==> src/iso_rx_defines.svh <==
// Register offsets, field positions, reset values and codes of the receive context match block.
`ifndef ISO_RX_DEFINES_SVH
`define ISO_RX_DEFINES_SVH

// ======================================================================
// Register byte offsets; each context repeats its pointer, match and control registers one stride on, the mask pair is shared.
`define IRX_PTR_BASE 16'h040C
`define IRX_MATCH_BASE 16'h410C
`define IRX_CTRL_BASE 16'h0400
`define IRX_CTX_STRIDE 16'h0020
`define IRX_MASK_HI 16'h0078
`define IRX_MASK_LO 16'h007C

// ======================================================================
// Match register fields.
`define IRX_ACCEPT_LABEL_ZERO 28
`define IRX_ACCEPT_LABEL_ONE 29
`define IRX_CYC_HI 24
`define IRX_CYC_LO 12
`define IRX_SYNC_HI 11
`define IRX_SYNC_LO 8
`define IRX_T1F 6
`define IRX_CH_HI 5
`define IRX_CH_LO 0
`define IRX_MATCH_WMASK 32'hF1FF_FF7F

// ======================================================================
// Context control fields.
`define IRX_CTL_SOC 29
`define IRX_CTL_MULTI 28
`define IRX_CTL_RUN 15
`define IRX_CTL_ACTIVE 10

// ======================================================================
// Codes and reset values.
`define IRX_WAIT_SYNC 2'h3
`define IRX_TAG_ONE 2'h1
`define IRX_RST_WORD 32'h0000_0000
`define IRX_RST_MASK 64'h0000_0000_0000_0000

`endif

==> src/iso_rx_pkg.sv <==
// Types shared by the receive context match block.
package iso_rx_pkg;
	typedef logic [15:0] apb_addr_t;
	typedef logic [5:0] chan_t;
	typedef logic [1:0] tag_t;
	typedef logic [3:0] sync_t;
	typedef logic [12:0] cycle_t;
	typedef enum logic [1:0] {CTX_IDLE, CTX_WAIT_CYCLE, CTX_ACTIVE} ctx_state_e;
endpackage

==> src/iso_rx_packet_filter.sv <==
// Packet filter of one receive context: channel, tag and sync checks.
`timescale 1ns/100ps
`include "iso_rx_defines.svh"

module iso_rx_packet_filter (
	input wire logic [31:0] i_match,
	input wire logic i_multi,
	input wire logic [63:0] i_chmask,
	input wire logic [1:0] i_wait_sel,
	input wire iso_rx_pkg::chan_t i_chan,
	input wire iso_rx_pkg::tag_t i_tag,
	input wire iso_rx_pkg::sync_t i_sync,
	output logic o_hit
);
	import iso_rx_pkg::*;

	logic chan_ok;
	logic tag_ok;
	logic sync_ok;

	// ======================================================================
	// Filter terms.
	// Multi-channel mode trusts the shared mask and ignores the select field.
	always_comb begin
		if (i_multi) begin
			chan_ok = i_chmask[i_chan]; // RULE_12
		end else begin
			chan_ok = (i_chan == i_match[`IRX_CH_HI:`IRX_CH_LO]); // RULE_11
		end
		tag_ok = i_match[`IRX_ACCEPT_LABEL_ZERO + int'(i_tag)]; // RULE_03 RULE_04 RULE_09 RULE_10
		if (i_tag == `IRX_TAG_ONE && i_match[`IRX_T1F] && i_match[`IRX_ACCEPT_LABEL_ONE]) begin
			tag_ok = (i_sync[3:2] == 2'h0); // RULE_08
		end
		// Other tags keep their plain accept bit even with the filter on.
		sync_ok = (i_wait_sel != `IRX_WAIT_SYNC) || (i_sync == i_match[`IRX_SYNC_HI:`IRX_SYNC_LO]); // RULE_07
		o_hit = chan_ok && tag_ok && sync_ok;
	end
endmodule

==> src/iso_rx_context_match.sv <==
// Receive context start pointer, match register, start control and APB slave.
`timescale 1ns/100ps
`include "iso_rx_defines.svh"

// Behaviour
// RULE_01: read-only start pointer fetched when run set
// RULE_02: registers repeat per context, 32-byte stride
// RULE_03: tag 11b and 10b gated by bits 31, 30
// RULE_04: tag 01b and 00b gated by bits 29, 28
// RULE_05: start-on-cycle waits for cycle count match
// RULE_06: start-on-cycle enable clears once context active
// RULE_07: wait select 11b compares sync pattern
// RULE_08: label-one filter needs sync upper bits 00b
// RULE_09: other tags unaffected by label-one filter
// RULE_10: filter clear means tag bits alone decide
// RULE_11: single channel from select field bits 5-0
// RULE_12: multi-channel mode uses channel mask registers
// RULE_13: reserved match bits read as zero
// RULE_14: accept only when all conditions hold together
module iso_rx_context_match #(
	parameter int NUM_CTX = 4
) (
	input wire logic I_CLK_SYS,
	input wire logic I_RST_N,
	input wire logic I_PSEL,
	input wire logic I_PENABLE,
	input wire logic I_PWRITE,
	input wire iso_rx_pkg::apb_addr_t I_PADDR,
	input wire logic [31:0] I_PWDATA,
	input wire logic [3:0] I_PSTRB,
	input wire logic [NUM_CTX-1:0] I_PTR_LOAD,
	input wire logic [31:0] I_PTR_VALUE,
	input wire logic [2*NUM_CTX-1:0] I_WAIT_SELECT,
	input wire logic I_CYCLE_START,
	input wire iso_rx_pkg::cycle_t I_BUS_CYCLE_COUNT,
	input wire logic I_PKT_VALID,
	input wire iso_rx_pkg::chan_t I_PKT_CHANNEL,
	input wire iso_rx_pkg::tag_t I_PKT_TAG,
	input wire iso_rx_pkg::sync_t I_PKT_SYNC,
	output logic O_PREADY,
	output logic [31:0] O_PRDATA,
	output logic O_PSLVERR,
	output logic [NUM_CTX-1:0] O_PKT_ACCEPT,
	output logic [NUM_CTX-1:0] O_FETCH_REQ,
	output logic [31:0] O_FETCH_ADDR,
	output logic [NUM_CTX-1:0] O_CTX_ACTIVE
);
	import iso_rx_pkg::*;

	// ======================================================================
	// Elaboration check: the context index must fit the stride decode.
	generate
		if (NUM_CTX < 1 || NUM_CTX > 32) begin : g_bad_ctx
			$error("NUM_CTX must lie between 1 and 32");
		end
	endgenerate

	typedef struct packed {
		logic [NUM_CTX-1:0][31:0] ptr;
		logic [NUM_CTX-1:0][31:0] match;
		logic [NUM_CTX-1:0] run;
		logic [NUM_CTX-1:0] soc_en;
		logic [NUM_CTX-1:0] multi;
		ctx_state_e [NUM_CTX-1:0] st;
		logic [63:0] chmask;
		logic pready;
		logic [31:0] prdata;
		logic pslverr;
		logic [NUM_CTX-1:0] accept;
		logic [NUM_CTX-1:0] fetch_req;
		logic [31:0] fetch_addr;
		logic [NUM_CTX-1:0] active;
	} state_s;

	state_s s_reg;
	state_s s_next;
	logic [NUM_CTX-1:0] hit;
	logic wr_take;
	logic rd_setup;

	// ======================================================================
	// Per-context address decode and byte-lane merge; the merge serves every writable register bank, the mask pair is decoded directly.
	function automatic logic ctx_at(input apb_addr_t a, input apb_addr_t base, input int n);
		ctx_at = (a == base + 16'(n * 32'(`IRX_CTX_STRIDE))); // RULE_02
	endfunction

	function automatic logic [31:0] lane_merge(input logic [31:0] old, input logic [31:0] wd,
		input logic [3:0] strb);
		logic [31:0] r;
		r = old;
		for (int b = 0; b < 4; b++) begin
			if (strb[b]) begin
				r[8*b +: 8] = wd[8*b +: 8];
			end
		end
		lane_merge = r;
	endfunction

	function automatic logic [31:0] ctrl_word(input logic soc, input logic mul, input logic run,
		input logic act);
		logic [31:0] r;
		r = `IRX_RST_WORD;
		r[`IRX_CTL_SOC] = soc;
		r[`IRX_CTL_MULTI] = mul;
		r[`IRX_CTL_RUN] = run;
		r[`IRX_CTL_ACTIVE] = act;
		ctrl_word = r;
	endfunction

	// ======================================================================
	// One filter per context; all look at the same incoming packet.
	generate
		for (genvar g = 0; g < NUM_CTX; g++) begin : g_filt
			iso_rx_packet_filter u_filt (
				.i_match(s_reg.match[g]),
				.i_multi(s_reg.multi[g]),
				.i_chmask(s_reg.chmask),
				.i_wait_sel(I_WAIT_SELECT[2*g +: 2]),
				.i_chan(I_PKT_CHANNEL),
				.i_tag(I_PKT_TAG),
				.i_sync(I_PKT_SYNC),
				.o_hit(hit[g])
			);
		end
	endgenerate

	// Writes land only at the edge where the master sees pready high.
	assign wr_take = I_PSEL && I_PENABLE && s_reg.pready && I_PWRITE;
	// Read data is prepared during the first access cycle, giving one wait state.
	assign rd_setup = I_PSEL && I_PENABLE && !s_reg.pready;

	// ======================================================================
	// Next-state logic: bus slave, register writes and context sequencing.
	always_comb begin
		logic [31:0] rd;
		logic mapped;
		logic [31:0] cw;
		rd = `IRX_RST_WORD;
		mapped = 1'b0;
		cw = `IRX_RST_WORD;
		s_next = s_reg;
		s_next.accept = '0;
		s_next.fetch_req = '0;
		s_next.pready = rd_setup;
		s_next.pslverr = 1'b0;

		// Read mux and decode; unmapped addresses answer with an error and zero data.
		if (I_PADDR == `IRX_MASK_HI) begin
			rd = s_reg.chmask[63:32];
			mapped = 1'b1;
		end
		if (I_PADDR == `IRX_MASK_LO) begin
			rd = s_reg.chmask[31:0];
			mapped = 1'b1;
		end
		for (int i = 0; i < NUM_CTX; i++) begin
			if (ctx_at(I_PADDR, `IRX_PTR_BASE, i)) begin
				rd = s_reg.ptr[i];
				mapped = 1'b1;
			end
			if (ctx_at(I_PADDR, `IRX_MATCH_BASE, i)) begin
				rd = s_reg.match[i] & `IRX_MATCH_WMASK; // RULE_13
				mapped = 1'b1;
			end
			if (ctx_at(I_PADDR, `IRX_CTRL_BASE, i)) begin
				rd = ctrl_word(s_reg.soc_en[i], s_reg.multi[i], s_reg.run[i], s_reg.st[i] == CTX_ACTIVE);
				mapped = 1'b1;
			end
		end
		if (rd_setup) begin
			s_next.prdata = I_PWRITE ? `IRX_RST_WORD : rd;
			s_next.pslverr = !mapped;
		end

		// Register writes; the pointer is read-only and silently ignores writes.
		if (wr_take && I_PADDR == `IRX_MASK_HI) begin
			s_next.chmask[63:32] = lane_merge(s_reg.chmask[63:32], I_PWDATA, I_PSTRB);
		end
		if (wr_take && I_PADDR == `IRX_MASK_LO) begin
			s_next.chmask[31:0] = lane_merge(s_reg.chmask[31:0], I_PWDATA, I_PSTRB);
		end
		for (int i = 0; i < NUM_CTX; i++) begin
			if (wr_take && ctx_at(I_PADDR, `IRX_MATCH_BASE, i)) begin
				s_next.match[i] = lane_merge(s_reg.match[i], I_PWDATA, I_PSTRB) & `IRX_MATCH_WMASK; // RULE_13
			end
			if (wr_take && ctx_at(I_PADDR, `IRX_CTRL_BASE, i)) begin
				cw = lane_merge(ctrl_word(s_reg.soc_en[i], s_reg.multi[i], s_reg.run[i], 1'b0),
					I_PWDATA, I_PSTRB);
				s_next.soc_en[i] = cw[`IRX_CTL_SOC];
				s_next.multi[i] = cw[`IRX_CTL_MULTI];
				s_next.run[i] = cw[`IRX_CTL_RUN];
			end
			// The descriptor engine owns the pointer value. RULE_01
			if (I_PTR_LOAD[i]) begin
				s_next.ptr[i] = I_PTR_VALUE;
			end
		end

		// Context sequencing; only one context can see run rise per cycle, so one fetch address suffices.
		for (int i = 0; i < NUM_CTX; i++) begin
			case (s_reg.st[i])
				CTX_IDLE: begin
					if (s_reg.run[i]) begin
						s_next.fetch_req[i] = 1'b1; // RULE_01
						s_next.fetch_addr = s_reg.ptr[i]; // RULE_01
						if (s_reg.soc_en[i]) begin
							s_next.st[i] = CTX_WAIT_CYCLE; // RULE_05
						end else begin
							s_next.st[i] = CTX_ACTIVE;
						end
					end
				end
				CTX_WAIT_CYCLE: begin
					if (!s_reg.run[i]) begin
						s_next.st[i] = CTX_IDLE;
					end else if (I_CYCLE_START &&
						I_BUS_CYCLE_COUNT == s_reg.match[i][`IRX_CYC_HI:`IRX_CYC_LO]) begin
						s_next.st[i] = CTX_ACTIVE; // RULE_05
						s_next.soc_en[i] = 1'b0; // RULE_06
					end
				end
				CTX_ACTIVE: begin
					if (!s_reg.run[i]) begin
						s_next.st[i] = CTX_IDLE;
					end else begin
						s_next.accept[i] = I_PKT_VALID && hit[i]; // RULE_14
					end
				end
				default: begin
					s_next.st[i] = CTX_IDLE;
				end
			endcase
			// The active flag is registered so the output never depends on a state decode.
			s_next.active[i] = (s_next.st[i] == CTX_ACTIVE);
		end
	end

	// ======================================================================
	// State register with synchronous reset.
	always_ff @(posedge I_CLK_SYS) begin
		if (!I_RST_N) begin
			s_reg.ptr <= '0;
			s_reg.match <= '0;
			s_reg.run <= '0;
			s_reg.soc_en <= '0;
			s_reg.multi <= '0;
			for (int i = 0; i < NUM_CTX; i++) begin
				s_reg.st[i] <= CTX_IDLE;
			end
			s_reg.active <= '0;
			s_reg.chmask <= `IRX_RST_MASK;
			s_reg.pready <= 1'b0;
			s_reg.prdata <= `IRX_RST_WORD;
			s_reg.pslverr <= 1'b0;
			s_reg.accept <= '0;
			s_reg.fetch_req <= '0;
			s_reg.fetch_addr <= `IRX_RST_WORD;
		end else begin
			s_reg <= s_next;
		end
	end

	// Every output comes straight from the state register.
	always_comb begin
		O_PREADY = s_reg.pready;
		O_PRDATA = s_reg.prdata;
		O_PSLVERR = s_reg.pslverr;
		O_PKT_ACCEPT = s_reg.accept;
		O_FETCH_REQ = s_reg.fetch_req;
		O_FETCH_ADDR = s_reg.fetch_addr;
		O_CTX_ACTIVE = s_reg.active;
	end

	generate
		for (genvar g = 0; g < NUM_CTX; g++) begin : g_chk

		end
	endgenerate
endmodule

==> config.mk <==
export PLATFORM = sky130hd
export DESIGN_NAME = iso_rx_context_match
export DESIGN_NICKNAME = d
export VERILOG_FILES = /design/src/iso_rx_pkg.sv /design/src/iso_rx_packet_filter.sv /design/src/iso_rx_context_match.sv
export VERILOG_INCLUDE_DIRS = /design/src /design/src/src
export SDC_FILE = /design/constraint.sdc
export NUM_CORES = 1
export LEC_CHECK = 0
export BUFFER_PORTS_ARGS = -buffer_cell sky130_fd_sc_hd__buf_2
export CORE_MARGIN = 4
export CORE_UTILIZATION = 48
export CTS_CLUSTER_SIZE = 10
export DETAILED_ROUTE_END_ITERATION = 8
export GPL_TIMING_DRIVEN = 1
export PLACE_DENSITY = 0.79
export SYNTH_ARGS = -nofsm -noshare
export SYNTH_HDL_FRONTEND = slang
export SYNTH_HIERARCHICAL = 1
export SYNTH_SLANG_ARGS = --single-unit
==> constraint.sdc <==
create_clock -name I_CLK_SYS -period 2.7 [get_ports I_CLK_SYS]
set_clock_uncertainty 0.05 [all_clocks]
set_input_delay 0.675 -clock I_CLK_SYS [delete_from_list [all_inputs] [get_ports I_CLK_SYS]]
set_output_delay 0.675 -clock I_CLK_SYS [all_outputs]
set_load 0.02 [all_outputs]
==> results by group, run 1 <==
Drt
  • Metal2 WL: between 30 and 40 mm
  • DRT Pass-1 Iters: 9
  • Max layer used: met5
  • Routed Antenna Nets: 0
  • Residual DRC: 8
  • Via count: about 21,000
  • WL per Instance: between 20 and 30 µm
  • Vias per cell: about 6.4
  • DRT iter0 DRCs: ~2,800
  • Met1 WL: just over 30 mm
  • Routed met3 length: just under 8 mm
  • WL final: 82.76 mm

Worst setup path
  • R2R Path End: O_PKT_ACCEPT[0]
  • Setup Crit Path Kind: in -> reg
  • Setup slack, reg-to-reg: between 0.3 and 0.4 ns
  • Type of origin of the critical path: input port
  • R2R depth: 6
  • Critical path cell sequence: buf_2 -> nor4b_2 -> and3_1 -> buf_4 -> nand4_1 -> a31oi_1 -> o221ai_1 -> a211o_1 -> a41oi_2
  • Slowest cell on the critical path: nor4b_2
  • CP Capture Type: register
  • Critical path arrival: 3.00 ns
  • Max incr delay on CP: ~0.7 ns
  • CP Max Fanout: 4
  • WP data required: approximately 3.2 ns
  • Reg2reg start: s_reg[103]

Global routing
  • Largest net degree at the start of global routing: 85
  • Initial antenna violation count: 4
  • Total global-route track usage: 0.3236
  • First-pass GRT wire length: 124.7 mm
  • Vias in the first global route: between 20,000 and 25,000
  • Remaining Overflow, GRT: 0

Placed design
  • HPWL Detailed: ~63 mm
  • Input/output buffers: approximately 200
  • Routability cong.: around 1.1
  • Post-placement cell area: approximately 24,000 µm²

STA
  • Post-layout min period: between 2 and 3 ns
  • RSZ-0062 raised after global routing: false
  • Final cycle utilization of the critical path: 0.9377
  • Max frequency: 0.3950 GHz
  • Setup TNS Final: 0 ns
  • Final setup viols: 0
  • Hold Fails Final Rpt: 0
  • Slew Viols, Final: 0
  • Least-Margin Pin Slew: 0.8029 ns
  • Rel. slew slack: 0.4634

Clock network
  • H-tree depth: 2
  • Clk Latency, worst-skew pair: around 0.6 ns
  • CTS Hold Bufs: 0
  • Cts bufs inserted: 47
  • Setup Buffers After CTS: 0
  • Worst-case clock buffer depth: 3
  • Clock root buffer: clkbuf_16
  • Clock-pin slew on the worst setup and hold paths: 0.05 ns
  • Resize count post-CTS: 0
  • CTS sink count: 402
  • CTS tree: done

Floorplanning
  • Die Y-Extent: ~220 µm
  • Starting density of the core: 0.4888
  • Io pins: approximately 210
  • Core ar.: ~45,000 µm²
  • Die ar.: around 50,000 µm²
  • Core Rows: 77
  • Chip width: between 200 and 250 µm

Power
  • PwrDens: ~500 nW/µm²
  • Pleak: 10.04 nW
  • Worst vdd ir: roughly 0.00043 V

Min path
  • Hold Crit Endpoint: s_reg[135]
  • Worst hold-check path type: in -> reg
  • Worst hold path stage count: 3
  • Hold Path Origin: I_PWDATA[25]

Finish
  • Share of cells above drive strength 1: 0.2029
  • Design area: approximately 26,000 µm²
  • Largest register FFs: 324
  • Nets: ~2,800
  • Synth-to-Final Area Change: 17.06%

Run
  • Max_cap viols: 0

Synth
  • Mean Syn Cell Area: ~8.7 µm²
  • Synth warn: 6
  • Gate Count Post-Synth: 2,500
  • Synthesized net count: 2,628
  • Post-Syn Area: between 20,000 and 25,000 µm²

Status
  • Failing checks: design-rule violations
  • Status: finished, violations left
[placed cells by master (no fill, tap or decap), types with 9 or more instances in the layout]
cell type	count
buf_4	176
nor2_1	341
xnor2_1	92
inv_1	12
o22ai_1	9
nand4_1	25
o211ai_1	26
mux4_1	24
dfxtp_1	402
buf_2	204
a22oi_1	12
o21ai_1	27
o21ai_0	115
nor3_1	14
a222oi_1	26
nor2b_1	22
nand3b_1	10
a21oi_1	173
and3_1	10
a221oi_1	30
mux4_2	36
buf_12	34
nand2_1	294
mux2i_1	263
a211oi_1	100
clkbuf_16	48
nor2_2	11
nand3_1	43
[metal layers]
layer  global-route usage  vias up
li1                     -     9348
met1               0.3934    10090
met2               0.5335     1402
met3              0.06467      325
met4               0.1919        4
met5                    0        -
[where the power goes]
group | internal [mW] | leakage (nW) | switching (mW)
Combinational | 0.393 | 6.15 | 0.602
Sequential | 6.05 | 3.26 | 0.126
Clock | 3.18 | 0.630 | 2.44
[critical path: cells and delay by family]
family / cells / cell delay, ns
simple gates: 3 / 1.16
compound gates: 4 / 0.90
buf+inv: 2 / 0.27
[worst max-delay path by stage]
stage                     start      endpoint  cells after the start
global placement    I_PADDR[11]  O_PRDATA[29]                      9
global route        I_PADDR[11]  O_PRDATA[28]                      9
detailed placement  I_PADDR[11]  O_PRDATA[29]                      9
finish              I_PADDR[11]  O_PRDATA[28]                      9
floorplan            I_PADDR[2]  O_PRDATA[28]                     10
CTS                 I_PADDR[11]  O_PRDATA[29]                      9
[stage by stage]
stage	instances	hold slack (ns)	util	power [mW]	worst slack (ns)
floorplan	2500	0.3799	-	6.801	0.2216
CTS	3303	0.2767	0.5721	12.83	0.2671
global placement	3244	0.3910	0.5435	7.225	-0.3171
finish	3304	0.3001	0.5722	12.79	0.1681
detailed placement	3244	0.3913	0.5435	7.262	-0.3405
global route	3304	0.3142	0.5722	13.14	0.08239
[layout make-up]
type                    instances  area [µm²]
fillers                      3870       19080
multi-input cells            1823       12380
flip-flops and latches        402        8048
repair buffers                414        3023
clock buffers                  53        1230
well taps                     592       740.7
inverters                      13       56.30
clock inverters                 6       45.04
diodes                          1       2.502
Note: power is estimated with default switching activity, not from simulation.
==> run 2, diff against run 1 <==
- CELL_PAD_IN_SITES_DETAIL_PLACEMENT: default -> 2
- CELL_PAD_IN_SITES_GLOBAL_PLACEMENT: default -> 2
- CORE_UTILIZATION: 48 -> 37
- MAX_ROUTING_LAYER: default -> met4
- PLACE_DENSITY: 0.79 -> 0.93
==> results by group, run 2 (synthesis results as in run 1) <==
Finish
  • Design area: roughly 26,000 µm²
  • Synth-to-Final Area Change: 19.12%
  • Largest register FFs: approximately 320
  • Most common cell after layout, fill and taps aside: dfxtp_1
  • Share of cells above drive strength 1: 0.2059
  • Commonest cells after routing, fill and taps aside: dfxtp_1 (402), nor2_1 (341), nand2_1 (294), mux2i_1 (263), buf_2 (204)
  • Nets: approximately 2,800

Worst setup path
  • CP Capture Type: register
  • Max incr delay on CP: between 0.3 and 0.4 ns
  • CP startpoint: I_PADDR[11]
  • Setup Crit Path Kind: in -> reg
  • R2R Path End: O_PKT_ACCEPT[2]
  • R2R depth: 6
  • Worst path most repeated cell: buf_4
  • Slowest cell on the critical path: buf_4
  • Critical path arrival: just over 3 ns
  • CP Max Fanout: 38
  • WP data required: roughly 3.2 ns
  • Reg2reg start: s_reg[104]
  • Crit path to: s_reg[267]
  • Type of origin of the critical path: input port
  • Setup slack, reg-to-reg: 0.31 ns
  • Critical path cell sequence: buf_2 -> nor3_1 -> buf_4 -> and4_1 -> buf_4 -> nand2_1 -> buf_4 -> nor2_1 -> buf_4 -> nand2_1 -> a21oi_2

Min path
  • Worst hold-check path type: in -> reg

Clock network
  • Clock-pin slew on the worst setup and hold paths: ~0.060 ns
  • CTS tree: done
  • Setup Buffers After CTS: 0
  • Worst-case clock buffer depth: 3
  • Clk Latency, worst-skew pair: roughly 0.63 ns
  • H-tree depth: 2
  • Clock root buffer: clkbuf_16
  • CTS Hold Bufs: 0
  • Cts bufs inserted: 48
  • CTS sink count: about 400

Status
  • Status: completed

Power
  • Internal power: between 9 and 10 mW
  • Part of the power in registers: 0.464
  • Pleak: roughly 10 nW
  • PwrDens: 515.1 nW/µm²
  • Worst vdd ir: approximately 0.00047 V
  • P_sw: ~3.7 mW
  • Combinational power share: 0.081
  • Clock share of power: 0.455
  • Net Sw Frac: 0.2729

Drt
  • WL final: 118.0 mm
  • Vias per cell: 6.527
  • Via count: 22,860
  • Residual DRC: 0
  • DRT Pass-1 Iters: 8
  • Routed Antenna Nets: 0
  • DRT iter0 DRCs: approximately 2,200
  • WL per Instance: roughly 34 µm

Placed design
  • Post-placement cell area: 24,600 µm²
  • Pre-CTS setup slack: -0.2934 ns
  • Input/output buffers: between 200 and 250
  • Routability cong.: about 1.1
  • HPWL Detailed: roughly 83 mm

STA
  • Max frequency: roughly 0.39 GHz
  • Setup TNS Final: 0 ns
  • Post-layout min period: about 2.5 ns
  • Final cycle utilization of the critical path: 0.9422
  • Hold Fails Final Rpt: 0
  • Final hold slack: 0.2739 ns
  • Least-Margin Pin Slew: about 0.78 ns
  • Final worst setup slack: around 0.16 ns
  • Rel. slew slack: 0.4684
  • RSZ-0062 raised after global routing: false
  • Final setup viols: 0
  • Slew Viols, Final: 0

Global routing
  • Initial antenna violation count: 11
  • Largest net degree at the start of global routing: between 80 and 90
  • Total global-route track usage: 0.3714
  • Vias in the first global route: between 20,000 and 25,000
  • First-pass GRT wire length: ~170 mm
  • Remaining Overflow, GRT: 0

Floorplanning
  • Chip width: around 250 µm
  • Core Rows: 88
  • Core ar.: ~58,000 µm²
  • Die ar.: roughly 63,000 µm²
  • Die Y-Extent: 250.8 µm
  • Io pins: 206
  • Starting density of the core: 0.3758

Run
  • Max_cap viols: 0
run 2: cell types whose count changed in the layout (fill, tap and decap cells not counted):
cell	delta
diode_2	+7
clkbuf_1	+9
clkinv_2	-2
a21oi_2	+2
clkinvlp_4	+1
buf_12	+6
buf_4	+3
inv_16	+1
a21oi_1	-2
clkbuf_8	+1
run 2: worst min path at each step:
stage	startpoint	endpoint	slack, ns	cells past startpoint
6_report	I_PWDATA[25]	s_reg[103]	0.27	3
5_1_grt	I_PWDATA[26]	s_reg[104]	0.28	3
4_1_cts	I_PWDATA[25]	s_reg[103]	0.28	3
3_5_place_dp	O_PRDATA[23]	O_PRDATA[23]	0.40	2
3_3_place_gp	O_PRDATA[5]	O_PRDATA[5]	0.39	2
2_1_floorplan	O_PRDATA[0]	O_PRDATA[0]	0.38	2
run 2: through the flow:
| stage | std cells | total power [mW] | util |
|---|---|---|---|
| floorplan | 2500 | 6.801 | - |
| global placement | 3426 | 7.273 | 0.4240 |
| detailed placement | 3426 | 7.351 | 0.4240 |
| CTS | 3495 | 13.36 | 0.4471 |
| global route | 3502 | 13.69 | 0.4476 |
| finish | 3503 | 13.38 | 0.4476 |
run 2: what timing repair did:
item	CTS	global route
endpoints found under the setup margin	0	2
resized for setup	0	2
hold endpoints to repair	0	0
run 2: layout make-up:
type	instances	area, µm²
fill	6212	32050
multi-input combinational	1823	12390
sequential	402	8048
timing repair buffer	423	3166
clock buffer	63	1277
tap	765	957.2
clock inverter	6	62.56
inverter	13	56.30
antenna	8	20.02
run 2: critical path, delay by kind of cell:
family | cells | cell delay [ns]
simple gates | 5 | 1.04
buf+inv | 5 | 1.08
compound gates | 1 | 0.20
run 2: layer usage:
metal / track usage / wire, µm / vias up
met4: 0.2628 / 10910 / 0
met1: 0.4039 / 42250 / 11520
met2: 0.6163 / 56400 / 1371
met5: - / 0 / -
met3: 0.06487 / 8451 / 602
li1: - / - / 9374
run 2: power groups by stage:
| stage | clock network [mW] | registers (mW) | logic, mW |
|---|---|---|---|
| after floorplan | 0 | 6.24 | 0.560 |
| after global placement | 0 | 6.31 | 0.967 |
| after detailed placement | 0 | 6.32 | 1.03 |
| after CTS | 6.09 | 6.20 | 1.06 |
| after global routing | 6.35 | 6.21 | 1.14 |
| final | 6.08 | 6.21 | 1.08 |
